$ cat config.mk
export PLATFORM = sky130hd
export DESIGN_NAME = two_wire_diag_write_slave
export DESIGN_NICKNAME = d
export VERILOG_FILES = /design/src/hdl/diag_write_pkg.sv /design/src/hdl/two_wire_diag_write_slave.sv /design/src/hdl/two_entry_buffer.sv
export SDC_FILE = /design/constraint.sdc
export NUM_CORES = 2
export LEC_CHECK = 0
export ABC_AREA = 1
export ABC_CLOCK_PERIOD_IN_PS = 9500
export BUFFER_PORTS_ARGS = -buffer_cell sky130_fd_sc_hd__buf_2
export CAP_MARGIN = 40
export CORE_ASPECT_RATIO = 0.8
export CORE_MARGIN = 3
export CORE_UTILIZATION = 40
export CTS_CLUSTER_SIZE = 30
export DETAILED_ROUTE_END_ITERATION = 12
export GPL_TIMING_DRIVEN = 0
export PLACE_DENSITY = 0.53
export SKIP_LAST_GASP = 1
export SYNTH_ARGS = -nofsm -noshare
export SYNTH_HDL_FRONTEND = slang
export SYNTH_SLANG_ARGS = --single-unit
$ cat constraint.sdc
create_clock -name i_clk_sys -period 9.5 [get_ports i_clk_sys]
set_clock_uncertainty 0.05 [all_clocks]
set_input_delay 1.9 -clock i_clk_sys [delete_from_list [all_inputs] [get_ports i_clk_sys]]
set_output_delay 1.9 -clock i_clk_sys [all_outputs]
set_load 0.02 [all_outputs]
$ cat src/hdl/diag_write_pkg.sv
// constants and types shared by the two-wire diagnostic write target
package diag_write_pkg;

  // device address bytes, direction bit low for a write
  localparam logic [7:0] DEV_ADDR_ID = 8'hA0;
  localparam logic [7:0] DEV_ADDR_DIAG = 8'hA2;

  // writable offsets of the diagnostic space
  localparam logic [7:0] OFFS_SINGLE = 8'h6E;
  localparam logic [7:0] OFFS_LO = 8'h80;
  localparam logic [7:0] OFFS_HI = 8'hF7;

  // each space holds this many bytes
  localparam int SPACE_BYTES = 256;
  localparam logic [3:0] BYTE_BITS = 4'h8;

  // reset values
  localparam logic [7:0] OFFSET_RST = 8'h00;
  localparam logic [7:0] RD_DATA_RST = 8'h00;

  // power-up time before the bus is served
  localparam int POWERUP_MS = 250;
  localparam int SYS_CLK_HZ = 40_000_000;
  localparam int POWERUP_CYCLES_DEF = POWERUP_MS * (SYS_CLK_HZ / 1000);
  localparam int PWR_CNT_W = 24;

  // buffer word: offset in the high byte, data in the low byte
  localparam int BUF_WIDTH = 16;
  localparam int BUF_DEPTH = 2;

  typedef enum logic [2:0] {
    ST_IDLE,
    ST_ADDR,
    ST_ACK_ADDR,
    ST_OFFS,
    ST_ACK_OFFS,
    ST_DATA,
    ST_ACK_DATA,
    ST_WAIT
  } xfer_state_t;

  function automatic logic offset_writable(input logic [7:0] offs);
    offset_writable = (offs == OFFS_SINGLE) || ((offs >= OFFS_LO) && (offs <= OFFS_HI));
  endfunction

endpackage

$ cat src/hdl/two_wire_diag_write_slave.sv
// two-wire target write path into the diagnostic space
//
// Contract
// RQ1: only writes addressed to the diagnostic space may change memory.
// RQ2: SDA falling while SCL high starts a transfer.
// RQ3: address byte A0 selects identification space, A2 diagnostic space.
// RQ4: each accepted byte is acknowledged by one low bit on SDA.
// RQ5: writable offsets are 6E and 80 through F7.
// RQ6: address, then start offset, then data byte, each acknowledged.
// RQ7: further data bytes go to consecutive offsets.
// RQ8: SDA rising while SCL high ends the transfer.
// RQ9: no start is served until 250 ms after power-up.
// RQ10: each space holds 256 bytes at eight-bit offsets.
// RQ11: bytes for non-writable offsets are dropped yet acknowledged.
`timescale 1ns/100ps
module two_wire_diag_write_slave
  import diag_write_pkg::*;
#(
  parameter int POWERUP_CYCLES = POWERUP_CYCLES_DEF
)(
  input wire logic i_clk_sys, // system clock, 40 MHz
  input wire logic i_nrst, // async reset, active low
  input wire logic i_scl, // bus clock level
  input wire logic i_sda, // bus data level
  output logic o_sda_out, // data drive value, always low
  output logic o_sda_oe_n, // low while driving SDA
  input wire logic i_mem_hold, // stalls memory writes
  input wire logic [7:0] i_rd_offset, // local read offset
  output logic [7:0] o_rd_data, // diagnostic byte at read offset
  output logic o_link_ready, // power-up time has passed
  output logic o_busy, // transfer in progress
  output logic o_wr_strobe, // pulse: memory byte written
  output logic [7:0] o_wr_offset, // offset of written byte
  output logic [7:0] o_wr_data // value of written byte
);

  logic scl_q;
  logic sda_q;
  logic scl_p;
  logic sda_p;
  logic scl_rise;
  logic scl_fall;
  logic start_cond;
  logic stop_cond;
  logic [PWR_CNT_W-1:0] pwr_cnt;
  xfer_state_t state;
  xfer_state_t next_state;
  logic [3:0] bit_cnt;
  logic [7:0] shift;
  logic [7:0] offset;
  logic space_diag;
  logic receiving;
  logic in_ack;
  logic byte_done;
  logic addr_ok;
  logic data_ok;
  logic ack_now;
  logic push_now;
  logic buf_in_ready;
  logic buf_out_valid;
  logic buf_out_ready;
  logic [BUF_WIDTH-1:0] buf_out_data;
  logic drain;
  logic [7:0] diag_mem [SPACE_BYTES];

  // bus level sampling and condition detection
  always_ff @(posedge i_clk_sys or negedge i_nrst)
  begin
    if (!i_nrst)
    begin
      scl_q <= 1'b1;
      sda_q <= 1'b1;
      scl_p <= 1'b1;
      sda_p <= 1'b1;
    end
    else
    begin
      scl_q <= i_scl;
      sda_q <= i_sda;
      scl_p <= scl_q;
      sda_p <= sda_q;
    end
  end

  assign scl_rise = scl_q && !scl_p;
  assign scl_fall = !scl_q && scl_p;
  assign start_cond = scl_q && scl_p && sda_p && !sda_q; // see RQ2
  assign stop_cond = scl_q && scl_p && !sda_p && sda_q; // see RQ8

  // power-up wait before starts are honoured
  always_ff @(posedge i_clk_sys or negedge i_nrst)
  begin
    if (!i_nrst)
    begin
      pwr_cnt <= '0;
      o_link_ready <= 1'b0;
    end
    else if (!o_link_ready)
    begin
      if (pwr_cnt == PWR_CNT_W'(POWERUP_CYCLES - 1)) // see RQ9
      begin
        o_link_ready <= 1'b1;
      end
      else
      begin
        pwr_cnt <= pwr_cnt + 1'b1;
      end
    end
  end

  assign receiving = (state == ST_ADDR) || (state == ST_OFFS) || (state == ST_DATA);
  assign in_ack = (state == ST_ACK_ADDR) || (state == ST_ACK_OFFS) || (state == ST_ACK_DATA);
  assign byte_done = receiving && scl_fall && (bit_cnt == BYTE_BITS);
  assign addr_ok = (shift == DEV_ADDR_ID) || (shift == DEV_ADDR_DIAG); // see RQ3
  assign data_ok = space_diag && offset_writable(offset); // see RQ1 RQ5

  // a full buffer refuses a good byte; a dropped byte is still taken
  always_comb
  begin
    ack_now = 1'b0;
    case (state)
      ST_ADDR: ack_now = byte_done && addr_ok;
      ST_OFFS: ack_now = byte_done; // see RQ6
      ST_DATA: ack_now = byte_done && (!data_ok || buf_in_ready); // see RQ11
      default: ack_now = 1'b0;
    endcase
  end

  assign push_now = byte_done && (state == ST_DATA) && data_ok && buf_in_ready; // see RQ1

  always_comb
  begin
    next_state = state;
    if (start_cond && o_link_ready) // see RQ2 RQ9
    begin
      next_state = ST_ADDR;
    end
    else if (stop_cond) // see RQ8
    begin
      next_state = ST_IDLE;
    end
    else
    begin
      case (state)
        ST_ADDR: if (byte_done) next_state = ack_now ? ST_ACK_ADDR : ST_WAIT;
        ST_ACK_ADDR: if (scl_fall) next_state = ST_OFFS;
        ST_OFFS: if (byte_done) next_state = ST_ACK_OFFS;
        ST_ACK_OFFS: if (scl_fall) next_state = ST_DATA;
        ST_DATA: if (byte_done) next_state = ack_now ? ST_ACK_DATA : ST_WAIT;
        ST_ACK_DATA: if (scl_fall) next_state = ST_DATA; // see RQ7
        default: next_state = state;
      endcase
    end
  end

  always_ff @(posedge i_clk_sys or negedge i_nrst)
  begin
    if (!i_nrst)
    begin
      state <= ST_IDLE;
      o_busy <= 1'b0;
    end
    else
    begin
      state <= next_state;
      o_busy <= (next_state != ST_IDLE);
    end
  end

  // bit reception, sampled on the rising bus clock
  always_ff @(posedge i_clk_sys or negedge i_nrst)
  begin
    if (!i_nrst)
    begin
      bit_cnt <= '0;
      shift <= '0;
    end
    else if (start_cond || stop_cond || (in_ack && scl_fall))
    begin
      bit_cnt <= '0;
    end
    else if (receiving && scl_rise && (bit_cnt != BYTE_BITS))
    begin
      bit_cnt <= bit_cnt + 1'b1;
      shift <= {shift[6:0], sda_q};
    end
  end

  // selected space and running offset
  always_ff @(posedge i_clk_sys or negedge i_nrst)
  begin
    if (!i_nrst)
    begin
      space_diag <= 1'b0;
      offset <= OFFSET_RST;
    end
    else if (byte_done)
    begin
      case (state)
        ST_ADDR: space_diag <= (shift == DEV_ADDR_DIAG); // see RQ3
        ST_OFFS: offset <= shift; // see RQ6
        ST_DATA: offset <= offset + 1'b1; // see RQ7 RQ10
        default: offset <= offset;
      endcase
    end
  end

  // acknowledge drive from the fall after bit eight to the next fall
  always_ff @(posedge i_clk_sys or negedge i_nrst)
  begin
    if (!i_nrst)
    begin
      o_sda_oe_n <= 1'b1;
      o_sda_out <= 1'b0;
    end
    else
    begin
      o_sda_out <= 1'b0;
      if (start_cond || stop_cond)
      begin
        o_sda_oe_n <= 1'b1;
      end
      else if (ack_now)
      begin
        o_sda_oe_n <= 1'b0; // see RQ4
      end
      else if (in_ack && scl_fall)
      begin
        o_sda_oe_n <= 1'b1;
      end
    end
  end

  two_entry_buffer #(
    .WIDTH(BUF_WIDTH),
    .DEPTH(BUF_DEPTH)
  ) u_wr_buf (
    .i_clk_sys(i_clk_sys),
    .i_nrst(i_nrst),
    .i_in_valid(push_now),
    .o_in_ready(buf_in_ready),
    .i_in_data({offset, shift}),
    .o_out_valid(buf_out_valid),
    .i_out_ready(buf_out_ready),
    .o_out_data(buf_out_data)
  );

  assign buf_out_ready = !i_mem_hold;
  assign drain = buf_out_valid && buf_out_ready;

  // diagnostic space storage
  always_ff @(posedge i_clk_sys)
  begin
    if (drain)
    begin
      diag_mem[buf_out_data[15:8]] <= buf_out_data[7:0]; // see RQ10
    end
  end

  always_ff @(posedge i_clk_sys or negedge i_nrst)
  begin
    if (!i_nrst)
    begin
      o_wr_strobe <= 1'b0;
      o_wr_offset <= OFFSET_RST;
      o_wr_data <= RD_DATA_RST;
      o_rd_data <= RD_DATA_RST;
    end
    else
    begin
      o_wr_strobe <= drain;
      o_rd_data <= diag_mem[i_rd_offset];
      if (drain)
      begin
        o_wr_offset <= buf_out_data[15:8];
        o_wr_data <= buf_out_data[7:0];
      end
    end
  end
endmodule // two_wire_diag_write_slave

$ cat src/hdl/two_entry_buffer.sv
// small valid/ready buffer between the bus side and the memory write side
`timescale 1ns/100ps
module two_entry_buffer #(
  parameter int WIDTH = 16,
  parameter int DEPTH = 2
)(
  input wire logic i_clk_sys, // system clock
  input wire logic i_nrst, // async reset, active low
  input wire logic i_in_valid, // word offered
  output logic o_in_ready, // room for a word
  input wire logic [WIDTH-1:0] i_in_data, // word in
  output logic o_out_valid, // word available
  input wire logic i_out_ready, // drain side takes word
  output logic [WIDTH-1:0] o_out_data // oldest word
);

  localparam int AW = (DEPTH > 1) ? $clog2(DEPTH) : 1;

  logic [WIDTH-1:0] slot [DEPTH];
  logic [AW-1:0] wr_ptr;
  logic [AW-1:0] rd_ptr;
  logic [AW:0] count;
  logic push;
  logic pop;

  assign o_in_ready = (count != (AW+1)'(DEPTH));
  assign o_out_valid = (count != '0);
  assign o_out_data = slot[rd_ptr];
  assign push = i_in_valid && o_in_ready;
  assign pop = o_out_valid && i_out_ready;

  always_ff @(posedge i_clk_sys)
  begin
    if (push)
    begin
      slot[wr_ptr] <= i_in_data;
    end
  end

  always_ff @(posedge i_clk_sys or negedge i_nrst)
  begin
    if (!i_nrst)
    begin
      wr_ptr <= '0;
      rd_ptr <= '0;
      count <= '0;
    end
    else
    begin
      if (push)
      begin
        wr_ptr <= (wr_ptr == AW'(DEPTH-1)) ? '0 : wr_ptr + 1'b1;
      end
      if (pop)
      begin
        rd_ptr <= (rd_ptr == AW'(DEPTH-1)) ? '0 : rd_ptr + 1'b1;
      end
      if (push && !pop)
      begin
        count <= count + 1'b1;
      end
      else if (pop && !push)
      begin
        count <= count - 1'b1;
      end
    end
  end

endmodule // two_entry_buffer

* Yosys cells after proc, flatten, opt, wreduce, memory -nomap -nowiden
Memories as Yosys holds them, arrays and structs flattened. A register that Yosys moved wholly into a read port is not among the register bits.
Index checks and enable logic that the tools add are counted.
** Storage, ports and cells
- Bits in registers :: 76
- RAM bits :: 2080
- Bits of input ports :: 13
- Output and inout bits :: 29
- Memories kept :: 2
** Cells by class
- Add/sub/neg operators :: 7
- Order comparisons :: 2
- Eq/ne operators :: 13
- Multiplexer cells :: 27
- Bitwise logic cells :: 3
- Reductions and logical operators :: 53
** Memory list
- diag_mem :: words 256, width 8, rd ports 1, clocked after memory_dff 1, wr ports 1, line two_wire_diag_write_slave.sv:64 : logic [7:0] diag_mem [SPACE_BYTES];
- u_wr_buf.slot :: words 2, width 16, rd ports 1, clocked after memory_dff 0, wr ports 1, line two_entry_buffer.sv:19 : logic [WIDTH-1:0] slot [DEPTH];
** Operators by type and width (number)
- 24-bit by 1-bit adder with 24-bit output (second input constant) :: 1
- 24-bit == test (second input constant) :: 1
- 1-bit logical AND :: 24
- 3-bit 2-to-1 mux :: 8
- 8-bit == test (second input constant) :: 2
- 8-bit case mux with 2 select lines :: 1
- 3-bit case mux with 5 select lines :: 1
- 1-bit 2-to-1 mux :: 12
- 3-bit == test (second input constant) :: 3
- 1-bit logical NOT :: 9
- 1-bit logical OR :: 9
- 8-bit by 1-bit adder with 8-bit output (second input constant) :: 1
- 8-bit by 7-bit == test with 1-bit output (second input constant) :: 1
- 8-bit greater-or-equal comparator (second input constant) :: 1
- 8-bit <= comparator (second input constant) :: 1
- 4-bit 2-to-1 mux :: 2
- 2-bit AND reduction :: 4
- 2-bit nonzero test :: 4
- 3-bit by 2-bit == test with 1-bit output (second input constant) :: 2
- 3-bit nonzero test :: 2
- 4-bit by 1-bit adder with 4-bit output (second input constant) :: 1
- 4-bit == test (second input constant) :: 1
- 2-bit 2-to-1 mux :: 2
- 4-bit != test (second input constant) :: 1
- other kinds (8) :: 11

* Longest topological paths before layout
- Depth after elaboration :: 14
- Depth in mapped cells :: 15
- Depth with buffers taken out :: 12

* Modules after synthesis
A second synthesis with hierarchy kept.
** Unflattened totals
- Cells, all modules :: 7572
- Area, all modules :: 88377.3 µm²
** By module, submodules not included
- two_wire_diag_write_slave :: times used 1, cells each 7460, area an instance 86933.4 µm², seq. area each 63507.2 µm²
- two_entry_buffer :: times used 1, cells each 112, area an instance 1443.9 µm², seq. area each 1061.0 µm²

* Least setup slack after synthesis
OpenSTA, ideal clock, no wires.
- Path kind :: reg-to-reg
- Start point :: reg u_wr_buf.rd_ptr
- End point :: mem diag_mem[0][0] (data pin)
- Library setup time :: 0.824 ns
- Data arrival time :: 3.789 ns
- Path slack :: 4.837 ns
- Stages on the path, launching flop included :: 6
- Path buffers :: 2
- Period minus slack after synthesis :: 4.663 ns
- Cell sequence :: dfrtp_1 buf_6 inv_2 buf_6 nand2_1 nand2_1
** Between the ends
- Word-level cells in the longest chain between the ends :: 1
** RTL lines
- from (decl) :: line two_entry_buffer.sv:21 : logic [AW-1:0] rd_ptr;
- from (signal assigned) :: line two_entry_buffer.sv:56 : rd_ptr <= (rd_ptr == AW'(DEPTH-1)) ? '0 : rd_ptr + 1'b1;
- memory 2 x 16 bit
- named net buf_out_data[0] :: line two_wire_diag_write_slave.sv:62 : logic [BUF_WIDTH-1:0] buf_out_data;
- to (decl) :: line two_wire_diag_write_slave.sv:64
The timed path passes the listed nets, and every way through them passes these cells.

==> out/results.tsv <==
stage	metric	value	unit
worst_setup_path	CP Max Fanout	10	
clock_network	Hold-fix buffers, CTS	0	
pwr	maximum ir drop on the vdd rail	0.1909	mV
worst_hold_path	Min-Delay Startpoint	sda_q$_DFF_PN1_	
clock_network	CTS tree	done	
worst_setup_path	Crit Reg-Reg Startpoint	u_wr_buf.count[0]$_DFFE_PN0P_	
finish	final-stage net count	8215	
grt	global-route total usage across every layer	36.32	%
sta	achievable clock frequency	198.7	MHz
routing	DR DRC count	0	
die	io pins	42	
pwr	combinational power share	15.5	%
pwr	power density normalized to cell area	234.2	nW/um2
worst_setup_path	CP Capture Type	register	
pwr	switch share	28.49	%
clock_network	clock root buffer	sky130_fd_sc_hd__clkbuf_16	
die	Row Count	153	
clock_network	total number of H-tree levels	4	
routing	count of TritonRoute iterations in the first routing pass	7	
sta	total of endpoints with negative setup slack in the final report	0	
worst_setup_path	family with the most delay on the worst path	simple AND/OR/NAND/NOR gates	
sta	Slew Viols, Final	0	
sta	Final Cycle Share	52.98	%
die	Chip Width	531.2	um
grt	pin count of the biggest net entering global routing	92	
worst_setup_path	cells traversed along the worst timing path	buf_4 > inv_2 > buf_4 > buf_2 > buf_2 > nand2_1 > nand3_1 > nand3_1 > nand3_1 > nand3_1 > nand3_1 > nand3_1 > nand2_1 > nand2_1 > nand2_1	
yosys	gate count of the mapped netlist	7548	
yosys	Mapped Avg Cell Area	11.69	um2
pwr	Lkg Pwr	36.89	nW
worst_setup_path	Worst Setup Path Type	in2reg	
worst_setup_path	slowest cell on the critical path	sky130_fd_sc_hd__buf_2	
pwr	net switching component of the power	0.006947	W
die	starting density of the core	40.41	%
pwr	internal power contribution	0.01744	W
die	total die area	226400	um2
die	die height	426.2	um
yosys	number of synthesis warnings	0	
finish	multi-input combinational cell area	21260	um2
grt	number of global-route vias before repair	60920	
yosys	Synth Net Count	7568	
worst_setup_path	launch point of the worst path	i_rd_offset[0]	
routing	Vias per Instance	6.022	
clock_network	CTS sink cnt	2164	
finish	leading cell types in the layout, fill and taps excluded	2226 x sky130_fd_sc_hd__nand2_1, 2080 x sky130_fd_sc_hd__edfxtp_1, 2036 x sky130_fd_sc_hd__nand3_1	
worst_hold_path	type of the tightest min-delay check	reg2reg	
flow_run	maximum capacitance violations	0	
worst_setup_path	setup slack, reg-to-reg	5620	ps
pwr	part of the power in the clock network	35.6	%
finish	Area growth syn-to-layout	17.98	%
routing	post-detailed-routing wire length	417.4	mm
finish	Sequential cell area	64570	um2
routing	Vias	68290	
sta	Final Hold Viols	0	
worst_hold_path	endpoint of the worst hold-timing path	sda_p$_DFF_PN1_	
routing	ANT nets after route	0	
sta	final-layout setup total negative slack	0	ps
pwr	sequential power share	48.8	%
sta	Period minus WS final	5033	ps
sta	slew at the pin closest to its max-slew limit	1042	ps
place	sum of net half-perimeters after detailed placement	307.2	mm
place	Final GP Congestion	1.075	
finish	final-layout fill cell count	19750	
die	core area	218400	um2
worst_setup_path	worst path arrival time	5730	ps
routing	WL per Instance	36.80	um
worst_setup_path	endpoint required time on the critical path	10200	ps
grt	global route overflow	0	
sta	RSZ-0062 raised after global routing	no	
sta	worst-case headroom to the max-slew limit	30.50	%
yosys	cell type with the largest total area after synthesis	sky130_fd_sc_hd__edfxtp_1	
clock_network	buffers from clock root to sink, at most	4	
yosys	post-synthesis instance area	88270	um2
place	number of instances in the placed design	10910	
run_status	outcome	finished, final reports clean	
yosys	sequential share of the synthesized area	73.15	%
clock_network	cts bufs inserted	225	
yosys	Synth cell types	43	
worst_setup_path	CP Launch Type	input pin	
yosys	post-synthesis sequential element count	2164	
worst_setup_path	number of cells on the worst reg-to-reg path	6	
grt	number of antenna violations at the first check in global routing	43	
place	Port Buffers	34	
clock_network	post-CTS setup buffer count	0	
finish	share of cells above drive strength 1	13.02	%
worst_hold_path	Hold Path Cell Cnt	0	
yosys	fraction of post-synthesis cell area in the top cell type by area	70.76	%
clock_network	Clk pin slew, worst setup/hold paths	60	ps
yosys	largest cells by area after synthesis	sky130_fd_sc_hd__edfxtp_1 71%, sky130_fd_sc_hd__nand3_1 12%, sky130_fd_sc_hd__nand2_1 9.5%, sky130_fd_sc_hd__dfrtp_1 2.2%, sky130_fd_sc_hd__nor2_1 1.4%	
grt	wire length of the first global-routing pass	548.3	mm
worst_setup_path	most numerous cell on the critical path	sky130_fd_sc_hd__nand3_1	
worst_setup_path	Bufs and invs on worst path	5	
finish	filler-free cell count of the finished design	11340	
clock_network	insertion delay to the later sink of the worst-skew pair	930	ps
worst_setup_path	critical path's largest stage delay	580	ps
finish	most frequent standard cell in the layout excluding fill and tap cells	sky130_fd_sc_hd__nand2_1	
clock_network	CTS-repair resized insts	0	
worst_setup_path	FF-to-FF End	diag_mem[191][3]$_DFFE_PP_	
routing	Iter 0 DRT Violations	12260	
## logic make-up after synthesis
| kind of cell | count (synthesis) | synth area share, % |
|---|---|---|
| other | 1 | 0.004249 |
| xor gates and xnor gates | 29 | 0.2878 |
| and+or+nand+nor | 4669 | 22.95 |
| buffers and inverters | 595 | 2.950 |
| adders and majority gates | 7 | 0.09922 |
| AOI/OAI and AO/OA | 83 | 0.5542 |
| DFF | 2164 | 73.15 |
## metrics by stage
step	cell area [um2]	hold slack, ps	utilization, %	power [W]	worst slack, ps
2_1_floorplan	88270	310.9	-	0.01395	4837
3_3_place_gp	92120	316.4	42.17	0.01642	-933.6
3_5_place_dp	97000	321.3	44.41	0.01576	3817
4_1_cts	104000	330.7	47.61	0.02427	4760
5_1_grt	104100	337.0	47.65	0.02487	4549
6_report	104100	332.2	47.68	0.02438	4467
## worst max-delay path by stage
stage,to,slack (ps),cells past startpoint
finish,o_rd_data[6]$_DFF_PN0_,4470,15
floorplan,diag_mem[0][0]$_DFFE_PP_,4840,5
global route,o_rd_data[6]$_DFF_PN0_,4550,15
global placement,diag_mem[41][6]$_DFFE_PP_,-930,5
CTS,o_rd_data[0]$_DFF_PN0_,4760,15
detailed placement,o_rd_data[0]$_DFF_PN0_,3820,15
## power by group through the flow
stage | clock network, W | logic (W) | registers [W]
3_5_place_dp | 0 | 0.00366 | 0.0121
2_1_floorplan | 0 | 0.00135 | 0.0126
4_1_cts | 0.00871 | 0.00366 | 0.0119
6_report | 0.00869 | 0.00379 | 0.0119
5_1_grt | 0.00908 | 0.00388 | 0.0119
3_3_place_gp | 0 | 0.00310 | 0.0133
## cell type report
type	instances	area share (%)
timing repair buffer	420	4.745
buffer	498	2.173
tap	2945	3.538
antenna	28	0.06728
clock buffer	278	5.714
inverter	97	0.3520
sequential	2164	62.00
multi-input combinational	4789	20.42
clock inverter	121	0.9888
## Yosys cell counts
| cell | number |
|---|---|
| sky130_fd_sc_hd__a21oi_1 | 7 |
| sky130_fd_sc_hd__a21oi_2 | 1 |
| sky130_fd_sc_hd__a22o_1 | 1 |
| sky130_fd_sc_hd__a22oi_1 | 2 |
| sky130_fd_sc_hd__a31oi_1 | 10 |
| sky130_fd_sc_hd__buf_1 | 58 |
| sky130_fd_sc_hd__buf_2 | 246 |
| sky130_fd_sc_hd__buf_4 | 12 |
| sky130_fd_sc_hd__buf_6 | 2 |
| sky130_fd_sc_hd__clkbuf_1 | 180 |
| sky130_fd_sc_hd__clkinv_1 | 1 |
| sky130_fd_sc_hd__conb_1 | 1 |
| sky130_fd_sc_hd__dfrtp_1 | 79 |
| sky130_fd_sc_hd__dfstp_2 | 5 |
| sky130_fd_sc_hd__edfxtp_1 | 2080 |
| sky130_fd_sc_hd__ha_1 | 7 |
| sky130_fd_sc_hd__inv_1 | 85 |
| sky130_fd_sc_hd__inv_2 | 10 |
| sky130_fd_sc_hd__inv_4 | 1 |
| sky130_fd_sc_hd__nand2_1 | 2234 |
| sky130_fd_sc_hd__nand2_2 | 10 |
| sky130_fd_sc_hd__nand3_1 | 2036 |
| sky130_fd_sc_hd__nand3_2 | 2 |
| sky130_fd_sc_hd__nand4_1 | 17 |
| sky130_fd_sc_hd__nor2_1 | 336 |
| sky130_fd_sc_hd__nor2_2 | 4 |
| sky130_fd_sc_hd__nor2_4 | 5 |
| sky130_fd_sc_hd__nor3_1 | 11 |
| sky130_fd_sc_hd__nor3_4 | 1 |
| sky130_fd_sc_hd__nor4_1 | 5 |
| sky130_fd_sc_hd__o211ai_1 | 3 |
| sky130_fd_sc_hd__o21ai_0 | 48 |
| sky130_fd_sc_hd__o21ai_1 | 1 |
| sky130_fd_sc_hd__o21ai_2 | 4 |
| sky130_fd_sc_hd__o21ai_4 | 1 |
| sky130_fd_sc_hd__o221a_2 | 1 |
| sky130_fd_sc_hd__o221ai_1 | 1 |
| sky130_fd_sc_hd__o22ai_1 | 2 |
| sky130_fd_sc_hd__o31ai_1 | 1 |
| sky130_fd_sc_hd__or2_1 | 7 |
| sky130_fd_sc_hd__or2_2 | 1 |
| sky130_fd_sc_hd__xnor2_1 | 9 |
| sky130_fd_sc_hd__xor2_1 | 20 |
## flip-flops by register name, indices dropped and copies added (netlist names), 8 cells and up
name / cells
offset: 8
pwr_cnt: 24
o_wr_data: 8
shift: 8
u_wr_buf.slot: 32
diag_mem: 2048
o_rd_data: 8
o_wr_offset: 8
## metal layers
layer	wire length [um]	part of all wire [%]	GRT usage, %	vias up
met2	167400	40	49.59	5240
met3	66560	16	15.53	868
met1	164200	39	50.69	34130
met4	19150	4.6	14.09	10
met5	57	0.014	0.9247	-
li1	-	-	-	28050
Power figures use the tool's default switching activity.
